--- src/design/dtcru_pkg.sv ---
// shared constants and types of the dual timer capture/reload unit
package dtcru_pkg;
    localparam int CNT_W = 16;
    localparam int PRE_W = 9;
    localparam int SEL_OFFSET = 2;
    localparam int CTRL_W = 15;
    localparam logic [CTRL_W-1:0] CTRL_RST = 15'h0000;
    localparam logic [CNT_W-1:0] CNT_RST = 16'h0000;
    // register byte offsets
    localparam logic [7:0] OFF_CORE_CTRL = 8'h00;
    localparam logic [7:0] OFF_AUX_CTRL = 8'h04;
    localparam logic [7:0] OFF_CORE_CNT = 8'h08;
    localparam logic [7:0] OFF_AUX_CNT = 8'h0C;
    localparam logic [7:0] OFF_CAPTURE_RELOAD_REG = 8'h10;
    localparam logic [7:0] OFF_IRQ_STAT = 8'h14;
    localparam logic [7:0] OFF_IRQ_EN = 8'h18;
    localparam logic [7:0] OFF_IRQ_CLR = 8'h1C;
    localparam logic [7:0] OFF_STATE = 8'h20;
    // control fields, common to both timers
    localparam int F_SEL = 0;
    localparam int F_EXT = 3;
    localparam int F_RUN = 4;
    localparam int F_DOWN = 5;
    localparam int F_EDIR = 6;
    localparam int F_EDGE = 7;
    // core timer only
    localparam int F_RELOAD = 9;
    localparam int F_OUTEN = 10;
    localparam int F_CUA = 11;
    localparam int F_CUB = 12;
    // aux timer only
    localparam int F_CONCAT = 9;
    localparam int F_CLRCAP = 10;
    localparam int F_CAPEDGE = 11;
    localparam int F_CAPSRC = 13;
    // interrupt status bits
    localparam int IRQ_W = 3;
    localparam int IRQ_CORE_WRAP = 0;
    localparam int IRQ_AUX_WRAP = 1;
    localparam int IRQ_CAPTURE = 2;
    // pin vector positions
    localparam int PIN_N = 7;
    localparam int PIN_CAP = 0;
    localparam int PIN_CORE_CNT = 1;
    localparam int PIN_AUX_CNT = 2;
    localparam int PIN_CORE_DIR = 3;
    localparam int PIN_AUX_DIR = 4;
    localparam int PIN_OCNT = 5;
    localparam int PIN_ODIR = 6;

    typedef enum logic [1:0] {
        EDGE_NONE = 2'h0,
        EDGE_RISE = 2'h1,
        EDGE_FALL = 2'h2,
        EDGE_BOTH = 2'h3
    } dtcru_edge_type;

    typedef enum logic [1:0] {
        CAP_PIN = 2'h0,
        CAP_OCNT = 2'h1,
        CAP_ODIR = 2'h2,
        CAP_OBOTH = 2'h3
    } dtcru_capsrc_type;

    function automatic logic edgeHit(input logic [1:0] sel, input logic rise, input logic fall);
        edgeHit = (sel[0] & rise) | (sel[1] & fall);
    endfunction
endpackage

--- src/design/dtcru_tmr_if.sv ---
// control and status bundle between the unit and one timer
`timescale 1ns/1ns
interface dtcru_tmr_if;
    import dtcru_pkg::*;
    logic [2:0] sel;
    logic extMode;
    logic run;
    logic down;
    logic extDirEn;
    logic extDirLvl;
    logic [1:0] edgeSel;
    logic extRise;
    logic extFall;
    logic altMode;
    logic altTick;
    logic load;
    logic [CNT_W-1:0] loadVal;
    logic reloadEn;
    logic [CNT_W-1:0] reloadVal;
    logic [CNT_W-1:0] count;
    logic wrap;
    logic tick;
    modport tmr (input sel, extMode, run, down, extDirEn, extDirLvl, edgeSel, extRise, extFall,
        altMode, altTick, load, loadVal, reloadEn, reloadVal, output count, wrap, tick);
    modport ctl (output sel, extMode, run, down, extDirEn, extDirLvl, edgeSel, extRise, extFall,
        altMode, altTick, load, loadVal, reloadEn, reloadVal, input count, wrap, tick);
endinterface

--- src/design/dtcru_pin_sync.sv ---
// two-stage pin synchroniser with edge detection
`timescale 1ns/1ns
module dtcru_pin_sync #(
    parameter int W = 7
) (
    // clock and reset
    input wire logic clk,
    input wire logic rstn,
    // pins and results
    input wire logic [W-1:0] pins,
    output logic [W-1:0] lvl,
    output logic [W-1:0] rise,
    output logic [W-1:0] fall
);
    logic [W-1:0] meta_q;
    logic [W-1:0] stab_q;
    logic [W-1:0] prev_q;

    always_ff @(posedge clk or negedge rstn) begin
        if (!rstn) begin
            meta_q <= '0;
            stab_q <= '0;
            prev_q <= '0;
        end else begin
            meta_q <= pins;
            stab_q <= meta_q;
            prev_q <= stab_q;
        end
    end

    assign lvl = stab_q;
    assign rise = stab_q & ~prev_q;
    assign fall = ~stab_q & prev_q;

    a_edge_detect: assert property (@(posedge clk) disable iff (!rstn)
        ((rise | fall) != '0) |-> ((($past(lvl) ^ lvl) & (rise | fall)) == (rise | fall)))
        else $error("edge flagged without a level change");
endmodule

--- src/design/dtcru_timer.sv ---
// one 16-bit up/down timer with prescaler, counter and chained modes
`timescale 1ns/1ns
module dtcru_timer
    import dtcru_pkg::*;
(
    // clock and reset
    input wire logic clk,
    input wire logic rstn,
    // control and status
    dtcru_tmr_if.tmr tif
);
    logic [PRE_W-1:0] pre_q;
    logic [CNT_W-1:0] cnt_q;
    logic [PRE_W-1:0] mask;
    logic downEff;
    logic tick;
    logic wrap;

    // free running, so the first prescaled step after start may come early
    always_ff @(posedge clk or negedge rstn) begin
        if (!rstn) begin
            pre_q <= '0;
        end else begin
            pre_q <= pre_q + 1'b1;
        end
    end

    // divisor 4 for code 0, doubling to 512
    assign mask = PRE_W'((10'h001 << (4'(tif.sel) + 4'(SEL_OFFSET))) - 10'h001);
    // software direction, pin may invert it
    assign downEff = tif.down ^ (tif.extDirEn & tif.extDirLvl);

    // prescaled clock, external input or chained tick selects the count step
    always_comb begin
        if (!tif.run) begin
            tick = 1'b0;
        end else if (tif.altMode) begin
            tick = tif.altTick;
        end else if (tif.extMode) begin
            tick = edgeHit(tif.edgeSel, tif.extRise, tif.extFall);
        end else begin
            tick = (pre_q & mask) == mask;
        end
    end

    assign wrap = tick & (downEff ? (cnt_q == '0) : (cnt_q == '1));

    always_ff @(posedge clk or negedge rstn) begin
        if (!rstn) begin
            cnt_q <= CNT_RST;
        end else if (tif.load) begin
            cnt_q <= tif.loadVal;
        end else if (tick) begin
            // reload lands in the wrap cycle itself
            if (wrap && tif.reloadEn) begin
                cnt_q <= tif.reloadVal;
            end else if (downEff) begin
                cnt_q <= cnt_q - 1'b1;
            end else begin
                cnt_q <= cnt_q + 1'b1;
            end
        end
    end

    assign tif.count = cnt_q;
    assign tif.wrap = wrap;
    assign tif.tick = tick;

    a_prescale_gap: assert property (@(posedge clk) disable iff (!rstn)
        (tick && !tif.extMode && !tif.altMode && tif.sel == 3'h0 && tif.run) |=> !tick [*3] ##1
        (tick || tif.sel != 3'h0 || !tif.run || tif.extMode || tif.altMode))
        else $error("prescaler divisor 4 not kept");
    a_count_up: assert property (@(posedge clk) disable iff (!rstn)
        (tick && !downEff && !wrap && !tif.load) |=> cnt_q == $past(cnt_q) + 16'h0001)
        else $error("upward step missing");
    a_ext_dir: assert property (@(posedge clk) disable iff (!rstn)
        (tick && !tif.down && tif.extDirEn && tif.extDirLvl && !wrap && !tif.load)
        |=> cnt_q == $past(cnt_q) - 16'h0001)
        else $error("direction pin ignored");
    a_ext_count: assert property (@(posedge clk) disable iff (!rstn)
        (tif.run && tif.extMode && !tif.altMode && edgeHit(tif.edgeSel, tif.extRise, tif.extFall)) |-> tick)
        else $error("external event not counted");
    a_chain_tick: assert property (@(posedge clk) disable iff (!rstn)
        (tif.run && tif.altMode) |-> (tick == tif.altTick))
        else $error("chained count mismatch");
endmodule

--- src/design/dtcru_unit.sv ---
// dual timer capture/reload unit with APB register access
`timescale 1ns/1ns
module dtcru_unit
    import dtcru_pkg::*;
(
    // clock and reset
    input wire logic clk,
    input wire logic resetn,
    // apb slave
    input wire logic [7:0] paddr,
    input wire logic psel,
    input wire logic penable,
    input wire logic pwrite,
    input wire logic [31:0] pwdata,
    output logic [31:0] prdata,
    output logic pready,
    output logic pslverr,
    // event pins
    input wire logic capturePin,
    input wire logic coreCountPin,
    input wire logic auxCountPin,
    input wire logic coreDirPin,
    input wire logic auxDirPin,
    input wire logic otherCountPin,
    input wire logic otherDirPin,
    // outputs
    output logic toggleLatchPin,
    output logic cuTimerATick,
    output logic cuTimerBTick,
    output logic irq
);
    logic [1:0] rstSync_q;
    logic rstn;
    logic [PIN_N-1:0] pinLvl;
    logic [PIN_N-1:0] pinRise;
    logic [PIN_N-1:0] pinFall;
    logic [CTRL_W-1:0] coreCtrl_q;
    logic [CTRL_W-1:0] auxCtrl_q;
    logic [CNT_W-1:0] capture_reload_reg_q;
    logic latch_q;
    logic pin_q;
    logic cuA_q;
    logic cuB_q;
    logic [IRQ_W-1:0] stat_q;
    logic [IRQ_W-1:0] irqEn_q;
    logic irq_q;
    logic pready_q;
    logic pslverr_q;
    logic [31:0] prdata_q;
    logic access;
    logic wrEn;
    logic capRise;
    logic capFall;
    logic capEvt;
    logic auxWr;
    logic [IRQ_W-1:0] events;
    logic [31:0] rdData;

    dtcru_tmr_if coreIf ();
    dtcru_tmr_if auxIf ();

    function automatic logic isMapped(input logic [7:0] a);
        isMapped = (a == OFF_CORE_CTRL) || (a == OFF_AUX_CTRL) || (a == OFF_CORE_CNT) ||
            (a == OFF_AUX_CNT) || (a == OFF_CAPTURE_RELOAD_REG) || (a == OFF_IRQ_STAT) ||
            (a == OFF_IRQ_EN) || (a == OFF_IRQ_CLR) || (a == OFF_STATE);
    endfunction

    // reset released through two flops
    always_ff @(posedge clk or negedge resetn) begin
        if (!resetn) begin
            rstSync_q <= 2'h0;
        end else begin
            rstSync_q <= {rstSync_q[0], 1'b1};
        end
    end
    assign rstn = rstSync_q[1];

    dtcru_pin_sync #(.W(PIN_N)) u_sync (
        .clk(clk),
        .rstn(rstn),
        .pins({otherDirPin, otherCountPin, auxDirPin, coreDirPin, auxCountPin, coreCountPin, capturePin}),
        .lvl(pinLvl),
        .rise(pinRise),
        .fall(pinFall)
    );

    // apb: one wait state, so write data and read data share the pready edge
    assign access = psel & penable;
    assign wrEn = access & pwrite & pready_q;
    assign auxWr = wrEn && (paddr == OFF_AUX_CNT);

    always_ff @(posedge clk or negedge rstn) begin
        if (!rstn) begin
            pready_q <= 1'b0;
            pslverr_q <= 1'b0;
            prdata_q <= 32'h00000000;
        end else begin
            pready_q <= access & ~pready_q;
            pslverr_q <= access & ~pready_q & ~isMapped(paddr);
            if (access && !pready_q && !pwrite) begin
                prdata_q <= rdData;
            end
        end
    end

    always_comb begin
        case (paddr)
            OFF_CORE_CTRL: rdData = {17'h00000, coreCtrl_q};
            OFF_AUX_CTRL: rdData = {17'h00000, auxCtrl_q};
            OFF_CORE_CNT: rdData = {16'h0000, coreIf.count};
            OFF_AUX_CNT: rdData = {16'h0000, auxIf.count};
            OFF_CAPTURE_RELOAD_REG: rdData = {16'h0000, capture_reload_reg_q};
            OFF_IRQ_STAT: rdData = {29'h00000000, stat_q};
            OFF_IRQ_EN: rdData = {29'h00000000, irqEn_q};
            OFF_STATE: rdData = {31'h00000000, latch_q};
            default: rdData = 32'h00000000;
        endcase
    end

    always_ff @(posedge clk or negedge rstn) begin
        if (!rstn) begin
            coreCtrl_q <= CTRL_RST;
            auxCtrl_q <= CTRL_RST;
            irqEn_q <= '0;
        end else if (wrEn) begin
            if (paddr == OFF_CORE_CTRL) begin
                coreCtrl_q <= pwdata[CTRL_W-1:0];
            end
            if (paddr == OFF_AUX_CTRL) begin
                auxCtrl_q <= pwdata[CTRL_W-1:0];
            end
            if (paddr == OFF_IRQ_EN) begin
                irqEn_q <= pwdata[IRQ_W-1:0];
            end
        end
    end

    // core timer wiring
    assign coreIf.sel = coreCtrl_q[F_SEL +: 3];
    assign coreIf.extMode = coreCtrl_q[F_EXT];
    assign coreIf.run = coreCtrl_q[F_RUN];
    assign coreIf.down = coreCtrl_q[F_DOWN];
    assign coreIf.extDirEn = coreCtrl_q[F_EDIR];
    assign coreIf.extDirLvl = pinLvl[PIN_CORE_DIR];
    assign coreIf.edgeSel = coreCtrl_q[F_EDGE +: 2];
    assign coreIf.extRise = pinRise[PIN_CORE_CNT];
    assign coreIf.extFall = pinFall[PIN_CORE_CNT];
    assign coreIf.altMode = 1'b0;
    assign coreIf.altTick = 1'b0;
    assign coreIf.load = wrEn && (paddr == OFF_CORE_CNT);
    assign coreIf.loadVal = pwdata[CNT_W-1:0];
    // reload source is the capture register
    assign coreIf.reloadEn = coreCtrl_q[F_RELOAD];
    assign coreIf.reloadVal = capture_reload_reg_q;

    // aux timer wiring; the latch flips on every core wrap, so the wrap is its change
    assign auxIf.sel = auxCtrl_q[F_SEL +: 3];
    assign auxIf.extMode = auxCtrl_q[F_EXT];
    assign auxIf.run = auxCtrl_q[F_RUN];
    assign auxIf.down = auxCtrl_q[F_DOWN];
    assign auxIf.extDirEn = auxCtrl_q[F_EDIR];
    assign auxIf.extDirLvl = pinLvl[PIN_AUX_DIR];
    assign auxIf.edgeSel = auxCtrl_q[F_EDGE +: 2];
    assign auxIf.extRise = pinRise[PIN_AUX_CNT];
    assign auxIf.extFall = pinFall[PIN_AUX_CNT];
    assign auxIf.altMode = auxCtrl_q[F_CONCAT];
    assign auxIf.altTick = coreIf.wrap;
    // clear after capture unless software writes the count
    assign auxIf.load = auxWr | (capEvt & auxCtrl_q[F_CLRCAP]);
    assign auxIf.loadVal = auxWr ? pwdata[CNT_W-1:0] : CNT_RST;
    assign auxIf.reloadEn = 1'b0;
    assign auxIf.reloadVal = CNT_RST;

    dtcru_timer u_core (
        .clk(clk),
        .rstn(rstn),
        .tif(coreIf)
    );

    dtcru_timer u_aux (
        .clk(clk),
        .rstn(rstn),
        .tif(auxIf)
    );

    always_comb begin
        case (auxCtrl_q[F_CAPSRC +: 2])
            CAP_PIN: begin
                capRise = pinRise[PIN_CAP];
                capFall = pinFall[PIN_CAP];
            end
            CAP_OCNT: begin
                capRise = pinRise[PIN_OCNT];
                capFall = pinFall[PIN_OCNT];
            end
            CAP_ODIR: begin
                capRise = pinRise[PIN_ODIR];
                capFall = pinFall[PIN_ODIR];
            end
            default: begin
                capRise = pinRise[PIN_OCNT] | pinRise[PIN_ODIR];
                capFall = pinFall[PIN_OCNT] | pinFall[PIN_ODIR];
            end
        endcase
    end
    assign capEvt = edgeHit(auxCtrl_q[F_CAPEDGE +: 2], capRise, capFall);

    // capture beats a software write in the same cycle
    always_ff @(posedge clk or negedge rstn) begin
        if (!rstn) begin
            capture_reload_reg_q <= CNT_RST;
        end else if (capEvt) begin
            capture_reload_reg_q <= auxIf.count;
        end else if (wrEn && paddr == OFF_CAPTURE_RELOAD_REG) begin
            capture_reload_reg_q <= pwdata[CNT_W-1:0];
        end
    end

    // latch flips on each core wrap
    always_ff @(posedge clk or negedge rstn) begin
        if (!rstn) begin
            latch_q <= 1'b0;
        end else if (coreIf.wrap) begin
            latch_q <= ~latch_q;
        end
    end

    always_ff @(posedge clk or negedge rstn) begin
        if (!rstn) begin
            pin_q <= 1'b0;
            cuA_q <= 1'b0;
            cuB_q <= 1'b0;
        end else begin
            pin_q <= latch_q & coreCtrl_q[F_OUTEN];
            cuA_q <= coreIf.wrap & coreCtrl_q[F_CUA];
            cuB_q <= coreIf.wrap & coreCtrl_q[F_CUB];
        end
    end

    // sticky events; a set in the clear cycle survives
    assign events = {capEvt, auxIf.wrap, coreIf.wrap};
    always_ff @(posedge clk or negedge rstn) begin
        if (!rstn) begin
            stat_q <= '0;
            irq_q <= 1'b0;
        end else begin
            if (wrEn && paddr == OFF_IRQ_CLR) begin
                stat_q <= (stat_q & ~pwdata[IRQ_W-1:0]) | events;
            end else begin
                stat_q <= stat_q | events;
            end
            irq_q <= |(stat_q & irqEn_q);
        end
    end

    assign prdata = prdata_q;
    assign pready = pready_q;
    assign pslverr = pslverr_q;
    assign toggleLatchPin = pin_q;
    assign cuTimerATick = cuA_q;
    assign cuTimerBTick = cuB_q;
    assign irq = irq_q;

    a_reload_value: assert property (@(posedge clk) disable iff (!rstn)
        (coreIf.wrap && coreIf.reloadEn && !coreIf.load) |=> coreIf.count == $past(capture_reload_reg_q))
        else $error("core reload value wrong");
    a_latch_toggle: assert property (@(posedge clk) disable iff (!rstn)
        coreIf.wrap |=> latch_q != $past(latch_q))
        else $error("toggle latch did not flip");
    a_capture_load: assert property (@(posedge clk) disable iff (!rstn)
        capEvt |=> capture_reload_reg_q == $past(auxIf.count))
        else $error("capture value wrong");
    a_clear_after: assert property (@(posedge clk) disable iff (!rstn)
        (capEvt && auxCtrl_q[F_CLRCAP] && !auxWr) |=> auxIf.count == 16'h0000)
        else $error("aux not cleared after capture");
    a_pin_follow: assert property (@(posedge clk) disable iff (!rstn)
        (coreCtrl_q[F_OUTEN] && $stable(coreCtrl_q)) |-> ##1 toggleLatchPin == $past(latch_q))
        else $error("latch pin does not follow latch");
    a_cu_tick: assert property (@(posedge clk) disable iff (!rstn)
        (coreIf.wrap && coreCtrl_q[F_CUA]) |=> cuTimerATick)
        else $error("unit timer tick missing");
    a_alt_capture: assert property (@(posedge clk) disable iff (!rstn)
        (auxCtrl_q[F_CAPSRC +: 2] == CAP_OBOTH && auxCtrl_q[F_CAPEDGE +: 2] == EDGE_BOTH &&
        (pinRise[PIN_ODIR] || pinFall[PIN_ODIR])) |-> capEvt)
        else $error("other-module capture missed");
    a_irq_level: assert property (@(posedge clk) disable iff (!rstn)
        (stat_q & irqEn_q) != '0 |=> irq)
        else $error("interrupt not raised");

    c_reload: cover property (@(posedge clk) disable iff (!rstn) coreIf.wrap && coreIf.reloadEn);
    c_capture_clear: cover property (@(posedge clk) disable iff (!rstn) capEvt && auxCtrl_q[F_CLRCAP]);
    c_chained: cover property (@(posedge clk) disable iff (!rstn) auxIf.altMode && auxIf.tick);
    c_irq: cover property (@(posedge clk) disable iff (!rstn) irq);
endmodule

--- config.mk ---
export PLATFORM = sky130hd
export DESIGN_NAME = dtcru_unit
export DESIGN_NICKNAME = d
export VERILOG_FILES = /design/src/design/dtcru_pkg.sv /design/src/design/dtcru_tmr_if.sv /design/src/design/dtcru_pin_sync.sv /design/src/design/dtcru_timer.sv /design/src/design/dtcru_unit.sv
export SDC_FILE = /design/constraint.sdc
export NUM_CORES = 1
export LEC_CHECK = 0
export BUFFER_PORTS_ARGS = -buffer_cell sky130_fd_sc_hd__buf_4
export CAP_MARGIN = 20
export CORE_MARGIN = 2
export CORE_UTILIZATION = 30
export CTS_BUF_LIST = sky130_fd_sc_hd__clkbuf_4 sky130_fd_sc_hd__clkbuf_8
export DETAILED_ROUTE_END_ITERATION = 6
export PLACE_DENSITY = 0.43
export SLEW_MARGIN = 20
export SYNTH_ARGS = -nofsm -noshare
export SYNTH_HDL_FRONTEND = slang
export SYNTH_SLANG_ARGS = --single-unit
--- constraint.sdc ---
create_clock -name clk -period 5 [get_ports clk]
set_input_delay 0.75 -clock clk [delete_from_list [all_inputs] [get_ports clk]]
set_output_delay 0.75 -clock clk [all_outputs]
set_load 0.02 [all_outputs]
### Word-level counts from Yosys, hierarchy flattened

Cells that the tools add are included.

* output and inout bits: 38
* flip-flop bits (word level): 164
* bits of input ports: 52

* equality and inequality tests: 14
* shifts and indexed selects: 2
* bitwise gates (word level): 41
* reduce and logical (&&, ||, !) cells: 28
* add/subtract/negate cells: 10
* muxes and demuxes: 21

Operator list (number)
* two-way mux 16 bit: 10
* one-hot mux 16 bit (8 select lines): 1
* adder 16 x 1 -> 16 bit (second input constant): 2
* equality test 16 bit (second input constant): 2
* equality test 8 x 5 -> 1 bit (second input constant): 4
* logical NOT 16 bit: 2
* subtractor 16 x 1 -> 16 bit (second input constant): 2
* bitwise AND 1 bit: 19
* adder 9 x 1 -> 9 bit (second input constant): 2
* bitwise AND 9 bit: 2
* equality test 9 bit: 2
* left shift 1 x 4 -> 9 bit (first input constant): 2
* subtractor 9 x 1 -> 9 bit (second input constant): 2
* equality test 8 x 4 -> 1 bit (second input constant): 2
* bitwise AND 7 bit: 2
* inverter 7 bit: 2
* adder 3 x 2 -> 4 bit (second input constant): 2
* equality test 8 x 3 -> 1 bit (second input constant): 1
* equality test 8 x 6 -> 1 bit (second input constant): 1
* logical NOT 8 bit: 1
* logical OR 1 bit: 8
* logical AND 1 bit: 7
* two-way mux 1 bit: 7
* bitwise AND 3 bit: 2
* 14 further kinds: 29

### Depth between registers and ports, before layout

Gate-level depths: netlist of the first run.

* depth after elaboration: 13
* gate-level depth with buffers: 13
* depth with buffers taken out: 11

### Modules after synthesis

A second synthesis of the first run with hierarchy kept.

* cell total of the unflattened synthesis: 914
* area total of the unflattened synthesis: 9350.2 µm²

By module, submodules not included
* dtcru_timer: times used 2, cells each 263, sequential area each 625.6 µm², area an instance 2352.3 µm²
* dtcru_unit: times used 1, cells each 353, sequential area each 1926.8 µm², area an instance 3997.6 µm²
* dtcru_pin_sync: times used 1, cells each 35, sequential area each 525.5 µm², area an instance 648.1 µm²

### Least setup slack after synthesis of the first run

OpenSTA, ideal clock, no wires.

* path type: register to register
* start point: register auxCtrl_q[1]
* end point: register u_aux.cnt_q[12], in the netlist u_aux.tif.count[12]
* cell stages (with the launch flop): 12
* path buffers: 1
* required time: 4879 ps
* data arrival time: 3112 ps
* slack: 1767 ps
* period minus slack after synthesis: 3233 ps
* cells stage by stage: dfrtp_1 inv_2 ha_1 or4_4 ha_1 o221ai_1 a221o_1 o41ai_2 a2bb2oi_1 buf_6 mux2_4 a22o_1

* cells in the longest elaborated chain, start to end: 9

RTL lines
* start, declared: RTL line dtcru_unit.sv:38 `logic [CTRL_W-1:0] auxCtrl_q;`
* start signal, assigned: RTL line dtcru_unit.sv:130 `auxCtrl_q <= pwdata[CTRL_W-1:0];`
* adder 3 x 2 -> 4 bit *: RTL line dtcru_timer.sv:29 `assign mask = PRE_W'((10'h001 << (4'(tif.sel) + 4'(SEL_OFFSET))) - 10'h001);`
* left shift 1 x 4 -> 9 bit *: RTL line dtcru_timer.sv:29
* subtractor 9 x 1 -> 9 bit *: RTL line dtcru_timer.sv:29
* bitwise AND 9 bit: RTL line dtcru_timer.sv:42 `tick = (pre_q & mask) == mask;`
* equality test 9 bit *: RTL line dtcru_timer.sv:42
* two-way mux 1 bit *: RTL line dtcru_timer.sv:39 `end else if (tif.extMode) begin`
* two-way mux 1 bit *: RTL line dtcru_timer.sv:37 `end else if (tif.altMode) begin`
* two-way mux 1 bit *: RTL line dtcru_timer.sv:35 `if (!tif.run) begin`
* nonzero test 2 bit (no line) *
* end signal, assigned: RTL line dtcru_timer.sv:52 `cnt_q <= tif.loadVal;`
* end signal, assigned: RTL line dtcru_timer.sv:56 `cnt_q <= tif.reloadVal;`
* end signal, assigned: RTL line dtcru_timer.sv:58 `cnt_q <= cnt_q - 1'b1;`
* end, declared: RTL line dtcru_timer.sv:13 `logic [CNT_W-1:0] cnt_q;`

Every way passes the cells marked *; elsewhere a longest branch is shown, timed or not.
A chain may end at the register's enable or synchronous reset.

### Worst setup path in the final report of the first run

* start point: register coreCtrl_q[1]
* end point: register u_aux.cnt_q[12], in the netlist u_aux.tif.count[12]

* cells in the longest elaborated chain, start to end: 11

RTL lines
* start, declared: RTL line dtcru_unit.sv:37 `logic [CTRL_W-1:0] coreCtrl_q;`
* start signal, assigned: RTL line dtcru_unit.sv:127 `coreCtrl_q <= pwdata[CTRL_W-1:0];`
* adder 3 x 2 -> 4 bit *: RTL line dtcru_timer.sv:29
* left shift 1 x 4 -> 9 bit *: RTL line dtcru_timer.sv:29
* subtractor 9 x 1 -> 9 bit *: RTL line dtcru_timer.sv:29
* bitwise AND 9 bit: RTL line dtcru_timer.sv:42
* equality test 9 bit *: RTL line dtcru_timer.sv:42
* two-way mux 1 bit *: RTL line dtcru_timer.sv:39
* two-way mux 1 bit *: RTL line dtcru_timer.sv:35
* bitwise AND 1 bit *: RTL line dtcru_timer.sv:46 `assign wrap = tick & (downEff ? (cnt_q == '0) : (cnt_q == '1));`
* two-way mux 1 bit *: RTL line dtcru_timer.sv:37
* two-way mux 1 bit *: RTL line dtcru_timer.sv:35
* nonzero test 2 bit (no line) *

Marked as above.

==> results of run 1 <==
## area by class of cell
type	count	area (um2)
Clock buffer	17	234
Multi-Input combinational cell	663	4650
Fill cell	2894	18100
Clock inverter	15	168
Timing Repair Buffer	73	563
Sequential cell	146	3660
Tap cell	378	473
Inverter	25	93.8
## synth_stat cells, drive strengths merged, types with 3 or more instances
| library cell | number |
|---|---|
| o21a | 3 |
| o21ai | 43 |
| a21o | 9 |
| nand2b | 5 |
| and3 | 7 |
| a22oi | 16 |
| a2bb2oi | 17 |
| a211oi | 13 |
| or3 | 3 |
| nor4 | 16 |
| nand4 | 15 |
| a21oi | 46 |
| nor3b | 4 |
| xor2 | 15 |
| clkbuf | 25 |
| or4 | 3 |
| buf | 23 |
| a222oi | 16 |
| a31oi | 20 |
| mux2 | 36 |
| ha | 43 |
| a22o | 4 |
| nor2 | 82 |
| nand2 | 70 |
| o41ai | 3 |
| and2 | 8 |
| o21bai | 4 |
| mux2i | 33 |
| xnor2 | 24 |
| inv | 25 |
| nand3b | 11 |
| o31ai | 5 |
| dfrtp | 146 |
| nor2b | 5 |
| nor3 | 13 |
| nand3 | 17 |
| a221oi | 5 |
## worst min path at each step
stage / end / start / cells after the start / slack [ns]
final: u_sync.lvl[5] / u_sync.meta_q[5] / 0 / 0.35
after global routing: u_sync.meta_q[2] / auxCountPin / 1 / 0.34
after CTS: rstSync_q[1] / resetn / 1 / 0.01
after detailed placement: u_sync.lvl[5] / u_sync.meta_q[5] / 0 / 0.34
after global placement: u_sync.lvl[3] / u_sync.meta_q[3] / 0 / 0.33
after floorplan: rstSync_q[1] / rstSync_q[0] / 0 / 0.33
## power by group through the flow
| stage | Sequential (mW) | Combinational, mW | Clock [mW] |
|---|---|---|---|
| after detailed placement | 1.31 | 0.295 | 0 |
| after global placement | 1.31 | 0.296 | 0 |
| after CTS | 1.28 | 0.296 | 1.02 |
| final | 1.28 | 0.293 | 0.980 |
| after floorplan | 1.33 | 0.144 | 0 |
| after global routing | 1.29 | 0.321 | 1.07 |
## per-layer routing
layer	global-route usage	routed length (um)	vias to the layer above
met1	0.263	13300	3462
met4	0.0551	538	0
met5	0	0	-
met3	0.0266	718	21
met2	0.283	12100	123
li1	-	-	3329
## flip-flops by register name, summed over array words and instances (netlist names), 2 cells and up
| name | cells |
|---|---|
| capture_reload_reg_q | 16 |
| u_sync.meta_q | 7 |
| u_aux.tif.count | 16 |
| prdata | 16 |
| auxCtrl_q | 15 |
| coreCtrl_q | 15 |
| rstSync_q | 2 |
| u_core.tif.count | 16 |
| u_sync.lvl | 7 |
| stat_q | 3 |
| u_core.pre_q | 9 |
| u_aux.pre_q | 9 |
| irqEn_q | 3 |
| u_sync.prev_q | 5 |
## worst max-delay path, stage by stage, from the launching register on
cell and delay (ns):
dfrtp_1 0.64, inv_1 0.13, ha_1 0.46, or4b_1 0.48
nor3_1 0.17, and4b_1 0.23, a22oi_2 0.64, a2bb2oi_1 0.24
buf_4 0.27, mux2_4 0.32, a22o_1 0.19
## cell families (layout without fill, tap and decap cells)
group	Yosys count	in the layout
simple gates	272	272
flops	146	146
mux	69	69
xor+xnor	39	39
other cells	2	17
fa+ha+maj	45	45
compound gates	221	221
buf+inv	73	130
## stage by stage
stage               setup WS [ns]  area (um2)
CTS                          1.08        9820
detailed placement           1.12        9420
global route                0.846        9830
floorplan                   0.631        8610
finish                       1.11        9830
global placement             1.19        9420
==> metrics.md, run 1 <==
| Metric | Value |
|---|---|
| FF-to-FF setup slack | 1.11 ns |
| Vias | 6935 |
| Max Cap Viol | 0 |
| Worst Path Max Fanout | 20 |
| Initial antenna violation count | 0 |
| Largest family of logic cells by synthesized area | compound AO/OA/AOI/OAI gates |
| Mapped Avg Cell Area | roughly 9.9 um2 |
| Share of the core filled with cells | 0.352 |
| Crit end category | register |
| Post-DRT Antenna Nets | 0 |
| Relative slew slack | 0.199 |
| Reg-to-Reg Start | coreCtrl_q[1] |
| Cts bufs inserted | 17 |
| EDFF count, synth | 0 |
| Initial DRC Count | roughly 560 |
| CTS tree | yes |
| WS Path Type | register to register |
| Post-layout nets | 1023 |
| Final count of pins violating max slew | 0 |
| Worst setup path start | coreCtrl_q[1] |
| Synthesized cell area | 8550 um2 |
| Number of hold violations in the final report | 0 |
| Ratio of cells with drive above 1 in the final layout | 0.164 |
| GRT overflow | 0 |
| Worst slew pin tran | 1.20 ns |
| P_sw | 0.786 mW |
| Yosys warns | 0 |
| Die height | approximately 170 um |
| Inserted Diodes | 0 |
| Max Clock Skew | 0.0172 ns |
| Final GP Congestion | 0.784 |
| RR Endpoint | u_aux.tif.count[12] |
| Final HPWL DP | approximately 19000 um |
| Finished Layout Cells | 1317 |
| Share of the synthesized area in the top cell type | 0.427 |
| Vias in the first global route | 6831 |
| Total Neg Setup Slack | 0 ns |
| Max IR drop VDD | 0.140 mV |
| Internal cell power | 1.77 mW |
| Final setup viols | 0 |
| Register share of total power | 0.502 |
| Vias/cell | 5.27 |
| Drt first pass iters | 5 |
| WHS | 0.354 ns |
| Critical path data required time | between 5 and 6 ns |
| Pwr/cell area | 260 nW/um2 |
| Width of the chip | 173 um |
| Gates resized, CTS repair | 0 |
| Async set-reset flop share out of synthesis | 1.00 |
| Clock slew at reported path FFs | 0.10 ns |
| CP startpoint kind | register |
| Post-synth top area cell | dfrtp_1 |
| Synth area leaders | dfrtp_1, ha_1, mux2_2, mux2i_1, nor2_1 |
| RSZ-0062 raised after global routing | false |
| Synth Area in Compound Gates | 0.179 |
| Syn Inst Count | 867 |
| Post-CTS Setup Inserts | 0 |
| Most frequent cells in the layout | dfrtp_1, nor2_1, buf_4 |
| P_leak | 4.38 nW |
| H-tree depth | 4 |
| DRC | 0 |
| Inst Count DP | 1284 |
| Hold_buf cts | 0 |
| Total chip power | 2.56 mW |
| Comb pwr share | 0.115 |
| Worst-Skew Late Latency | 0.47 ns |
| Standard-cell row count | 61 |
| WL/cell | 20.3 um |
| First-pass GRT wire length | 42200 um |
| DRT Wirelength | 26700 um |
| # port buffers | 57 |
| Multiplexer area fraction after synthesis | 0.0865 |
| Final worst path period share | 0.777 |
| CTS max path bufs | 2 |
| Xor and xnor fraction of the mapped netlist area | 0.0399 |
| Initial Util | 0.306 |
| Register-to-Register Path Depth | 10 |
| Netlist cell types | 68 |
| Crit path DAT | 4.25 ns |
| Layout Area Growth over Synthesis | 15.0% |
| Synth Flop Type | dfrtp_1 |
| Achievable clock frequency | 0.257 GHz |
| Ports | 90 |
| Core area | approximately 28000 um2 |
| Global-route usage over all layers | 0.182 |
| Most common cell after layout, fill and taps aside | dfrtp_1 |
| Largest net degree at the start of global routing | 86 |
| Outcome | completed |
| Clock root cell | clkbuf_8 |
| Clock sinks | ~150 |
| #FFs+latches synth | 146 |
| Fin crit period | 3.89 ns |
| Clk pwr share | 0.383 |
| Post-Synth Adder-Cell Area | 0.0676 |
| Sw Share | 0.307 |
| Register area share after synthesis | 0.427 |
| Die ar. | approximately 30000 um2 |
| Min-delay worst type | register to register |
| CP endpoint | u_aux.tif.count[12] |
| Simple-Gate Fraction of Synth Area | 0.158 |
Note: power is estimated with default switching activity, not from simulation.
==> run 2: changes to the inputs <==
==> constraint.sdc (replaced) <==
create_clock -name clk -period 3.59 [get_ports clk]
set_input_delay 0.5385 -clock clk [delete_from_list [all_inputs] [get_ports clk]]
set_output_delay 0.5385 -clock clk [all_outputs]
set_load 0.02 [all_outputs]
==> metrics.md, run 2 (same netlist as run 1, synthesis figures left out) <==
| Metric | Value |
|---|---|
| Outcome | completed |
| Post-layout nets | 1037 |
| Min-delay worst type | primary input to register |
| Layout Area Growth over Synthesis | 17.0% |
| Initial DRC Count | 585 |
| Critical path data required time | 3.94 ns |
| Clock root cell | clkbuf_8 |
| Fin crit period | 3.42 ns |
| Width of the chip | 173 um |
| Max IR drop VDD | between 0.15 and 0.2 mV |
| Global-route usage over all layers | 0.182 |
| P_leak | ~4.5 nW |
| Total chip power | 3.70 mW |
| Share of the core filled with cells | 0.358 |
| Max Clock Skew | between 0.015 and 0.02 ns |
| Post-DRT Antenna Nets | 0 |
| Ports | 90 |
| Initial Util | 0.306 |
| Clock slew at reported path FFs | 0.09 ns |
| Number of hold violations in the final report | 0 |
| Core area | 27900 um2 |
| CTS max path bufs | 2 |
| Inserted Diodes | 0 |
| Final worst slack | 0.171 ns |
| Standard-cell row count | 61 |
| Largest net degree at the start of global routing | 65 |
| DRT Wirelength | about 27000 um |
| Die height | about 170 um |
| Relative slew slack | 0.316 |
| Ratio of cells with drive above 1 in the final layout | 0.179 |
| Post-CTS Setup Inserts | 0 |
| WS Path Type | register to register |
| Vias in the first global route | 6801 |
| Worst Path Max Fanout | 20 |
| Most frequent cells in the layout | dfrtp_1, buf_4, nor2_1 |
| Die ar. | 29900 um2 |
| Initial antenna violation count | 0 |
| Vias | 6995 |
| Final count of pins violating max slew | 0 |
| Fill cells | between 2000 and 3000 |
| H-tree depth | 4 |
| Worst-Skew Late Latency | 0.46 ns |
| Final HPWL DP | 19700 um |
| Place WS | a little under 0.08 ns |
| Most common cell after layout, fill and taps aside | dfrtp_1 |
| DRC | 0 |
| Cts bufs inserted | 17 |
| Max Cap Viol | 0 |
| Worst slew pin tran | 1.02 ns |
| Crit end category | register |
| Crit path DAT | 3.77 ns |
| Vias/cell | 5.26 |
| Final GP Congestion | 0.788 |
| Final setup viols | 0 |
| CP startpoint kind | register |
| Pwr/cell area | 370 nW/um2 |
| CTS tree | yes |
| Drt first pass iters | 5 |
| Final worst path period share | 0.952 |
| # port buffers | 57 |
| Clock sinks | approximately 150 |
| Achievable clock frequency | between 0.2 and 0.3 GHz |
| First-pass GRT wire length | ~42000 um |
| GRT overflow | 0 |
| WL/cell | 20.2 um |
[run 2: cell count changes in the layout (fill, tap and decap cells not counted), sizes merged]
cell and change:
clkinv -3, buf +14, clkbuf +1, inv -3, clkinvlp +1, bufinv +3
[run 2: timing repair]
item | 4_1_cts | 5_1_grt
hold endpoints to repair | 2 | 0
gates resized for setup | 0 | 5
hold buffers | 1 | 0
endpoints found under the setup margin | 0 | 20
[run 2: cell type report]
| type | instances | area, um2 | share of cell area |
|---|---|---|---|
| Sequential cell | 146 | 3660 | 0.366 |
| Multi-Input combinational cell | 663 | 4660 | 0.466 |
| Inverter | 25 | 93.8 | 0.00938 |
| Tap cell | 378 | 473 | 0.0473 |
| Timing Repair Buffer | 87 | 668 | 0.0668 |
| Clock buffer | 18 | 248 | 0.0248 |
| Clock inverter | 13 | 196 | 0.0196 |
[run 2: final timing paths]
check,start,end,slack [ns],cells past startpoint
worst max-delay path,auxCtrl_q[1],u_aux.tif.count[12],0.17,11
worst min-delay path,auxCountPin,u_sync.meta_q[2],0.19,1
worst max register to register,auxCtrl_q[1],u_aux.tif.count[12],0.17,11
worst min register to register,u_sync.meta_q[0],u_sync.lvl[0],0.35,0
max in group asynchronous,rstSync_q[1],coreCtrl_q[2],2.29,1
min in group asynchronous,rstSync_q[1],u_core.pre_q[1],0.37,0
[run 2: metal layers]
metal / wire length [um] / vias to the layer above / track usage
met5: 0 / - / 0
met4: 290 / 0 / 0.0399
met3: 1120 / 14 / 0.0290
met2: 12200 / 160 / 0.283
met1: 13200 / 3468 / 0.266
li1: - / 3353 / -
[run 2: metrics by stage]
step	setup TNS (ns)	cells	hold WS, ns	instance area [um2]
finish	0	1330	0.189	10000
global route	-0.0000488	1330	0.151	10000
CTS	0	1330	0.160	9980
detailed placement	0	1298	0.322	9530
global placement	0	1298	0.322	9530
floorplan	0	882	0.243	8610
[run 2: worst max-delay path, stage by stage, from the launching register on]
cell and delay, ns:
dfrtp_1 0.46, inv_2 0.10, ha_1 0.36, or4_4 0.50, ha_1 0.29, o221ai_1 0.10, a221o_1 0.29, o41ai_2 0.39
a2bb2oi_1 0.10, buf_4 0.23, mux2_4 0.31, a22o_1 0.19
[run 2: report_power, final]
group	switching (mW)	total (mW)	internal, mW	leakage, nW
Sequential	0.0741	1.78	1.71	1.76
Combinational	0.239	0.410	0.171	2.48
Clock	0.722	1.51	0.788	0.218
Total	1.04	3.70	2.67	4.46
==> run 3: changes to the inputs <==
--- a/config.mk
+++ b/config.mk
@@ -5,13 +5,14 @@
 export SDC_FILE = /design/constraint.sdc
 export NUM_CORES = 1
 export LEC_CHECK = 0
-export BUFFER_PORTS_ARGS = -buffer_cell sky130_fd_sc_hd__buf_4
 export CAP_MARGIN = 20
 export CORE_MARGIN = 2
 export CORE_UTILIZATION = 30
 export CTS_BUF_LIST = sky130_fd_sc_hd__clkbuf_4 sky130_fd_sc_hd__clkbuf_8
 export DETAILED_ROUTE_END_ITERATION = 6
-export PLACE_DENSITY = 0.43
+export DONT_BUFFER_PORTS = 1
+export GPL_ROUTABILITY_DRIVEN = 0
+export PLACE_DENSITY = 0.46
 export SLEW_MARGIN = 20
 export SYNTH_ARGS = -nofsm -noshare
 export SYNTH_HDL_FRONTEND = slang
==> metrics.md, run 3 (same netlist as run 1, synthesis figures left out) <==
| Metric | Value |
|---|---|
| Outcome | completed |
| Crit path DAT | 3.78 ns |
| Ratio of cells with drive above 1 in the final layout | 0.129 |
| WL/cell | between 20 and 25 um |
| CP startpoint kind | register |
| Final HPWL DP | 19000 um |
| CTS max path bufs | 2 |
| P_leak | 4.19 nW |
| H-tree depth | 4 |
| Standard-cell row count | 61 |
| Final setup viols | 0 |
| Worst Path Max Fanout | 13 |
| Final worst path period share | 0.953 |
| CP top delay family | compound AO/OA/AOI/OAI gates |
| Core area | 27900 um2 |
| Cts bufs inserted | 17 |
| Max Cap Viol | 0 |
| Initial antenna violation count | 0 |
| Post-DRT Antenna Nets | 0 |
| Achievable clock frequency | 0.292 GHz |
| Cells along the critical path | inv_1 -> ha_2 -> or4_4 -> ha_1 -> o221ai_1 -> a221o_1 -> o41ai_4 -> a2bb2oi_1 -> buf_4 -> mux2_4 -> a22o_1 |
| # port buffers | 0 |
| Total chip power | about 3.5 mW |
| Vias | 6804 |
| WS Path Type | register to register |
| Vias/cell | roughly 5.3 |
| Number of hold violations in the final report | 0 |
| Clock slew at reported path FFs | 0.10 ns |
| Share of the core filled with cells | 0.343 |
| Width of the chip | 173 um |
| Max IR drop VDD | 0.205 mV |
| Number of buffers and inverters on the critical path | 2 |
| Initial Util | 0.306 |
| Drt first pass iters | 5 |
| Die ar. | 29900 um2 |
| Initial DRC Count | 519 |
| RSZ-0062 raised after global routing | false |
| Clock sinks | 146 |
| Slowest-stage cell, CP | or4_4 |
| Min-delay worst type | primary input to register |
| CTS tree | yes |
| Layout Area Growth over Synthesis | 12.0% |
| Relative slew slack | 0.395 |
| Most common cell after layout, fill and taps aside | dfrtp_1 |
| Max stage delay on crit path | 0.50 ns |
| Max Clock Skew | 0.0186 ns |
| Total Neg Setup Slack | 0 ns |
| Worst slew pin tran | between 0.9 and 1 ns |
| GRT overflow | 0 |
| Pwr/cell area | 366 nW/um2 |
| Ports | 90 |
| Worst-Skew Late Latency | between 0.4 and 0.5 ns |
| First-pass GRT wire length | 40700 um |
| Inserted Diodes | 0 |
| Crit end category | register |
| Final count of pins violating max slew | 0 |
| Post-layout nets | between 900 and 1000 |
| Fin crit period | 3.42 ns |
| Most frequent cells in the layout | dfrtp_1, nor2_1, nand2_1 |
| Largest net degree at the start of global routing | 53 |
| Vias in the first global route | 6666 |
| Clock root cell | clkbuf_8 |
| Critical path data required time | 3.95 ns |
| DRT Wirelength | 25700 um |
| Global-route usage over all layers | 0.176 |
| Die height | 173 um |
| DRC | 0 |
## run 3: final cells by class
cell class / count / area, um2
Clock buffer: 17 / 234
Clock inverter: 15 / 188
Fill cell: 2905 / 18400
Inverter: 25 / 93.8
Multi-Input combinational cell: 663 / 4670
Sequential cell: 146 / 3660
Tap cell: 378 / 473
Timing Repair Buffer: 32 / 268
## run 3: through the flow
step | setup WS (ns) | std cells | hold slack [ns] | instance area [um2]
3_5_place_dp | 0.0933 | 1243 | 0.243 | 9130
3_3_place_gp | 0.135 | 1243 | 0.243 | 9130
4_1_cts | 0.0759 | 1276 | 0.0514 | 9560
2_1_floorplan | 0.357 | 882 | 0.243 | 8610
5_1_grt | 0.0148 | 1276 | 0.0437 | 9580
6_report | 0.167 | 1276 | 0.0836 | 9580
## run 3: power by group
group | internal (mW) | switching (mW) | total [mW]
combinational | 0.105 | 0.151 | 0.256
sequential | 1.71 | 0.123 | 1.83
clock | 0.652 | 0.767 | 1.42
## run 3: worst paths after layout
path                                   start                   to  slack, ns  depth (start not counted)
worst max-delay path            auxCtrl_q[2]  u_aux.tif.count[12]       0.17                         11
worst min-delay path             otherDirPin     u_sync.meta_q[6]       0.08                          0
worst max register to register  auxCtrl_q[2]  u_aux.tif.count[12]       0.17                         11
worst min register to register  rstSync_q[1]     u_sync.meta_q[5]       0.36                          0
max in group asynchronous       rstSync_q[1]        coreCtrl_q[4]       2.47                          1
min in group asynchronous             resetn         rstSync_q[1]       0.28                          1
## run 3: timing repair
| item | CTS | global route |
|---|---|---|
| hold buffers | 1 | 0 |
| setup endpoints to repair | 0 | 7 |
| setup buffers | 0 | 0 |
| gates resized for setup | 0 | 4 |
| endpoints found under the hold margin | 2 | 0 |
## run 3: worst reg2reg max path, stage by stage (launching register included)
cell and delay, ns:
dfrtp_1 0.42, inv_1 0.13, ha_2 0.34, or4_4 0.50
ha_1 0.29, o221ai_1 0.10, a221o_1 0.32, o41ai_4 0.39
a2bb2oi_1 0.13, buf_4 0.21, mux2_4 0.30, a22o_1 0.19
## run 3: routing by layer
metal / track usage / share of wire
met1: 0.243 / 0.47
met3: 0.0262 / 0.032
met5: 0 / 0
met4: 0.0505 / 0.018
met2: 0.284 / 0.48
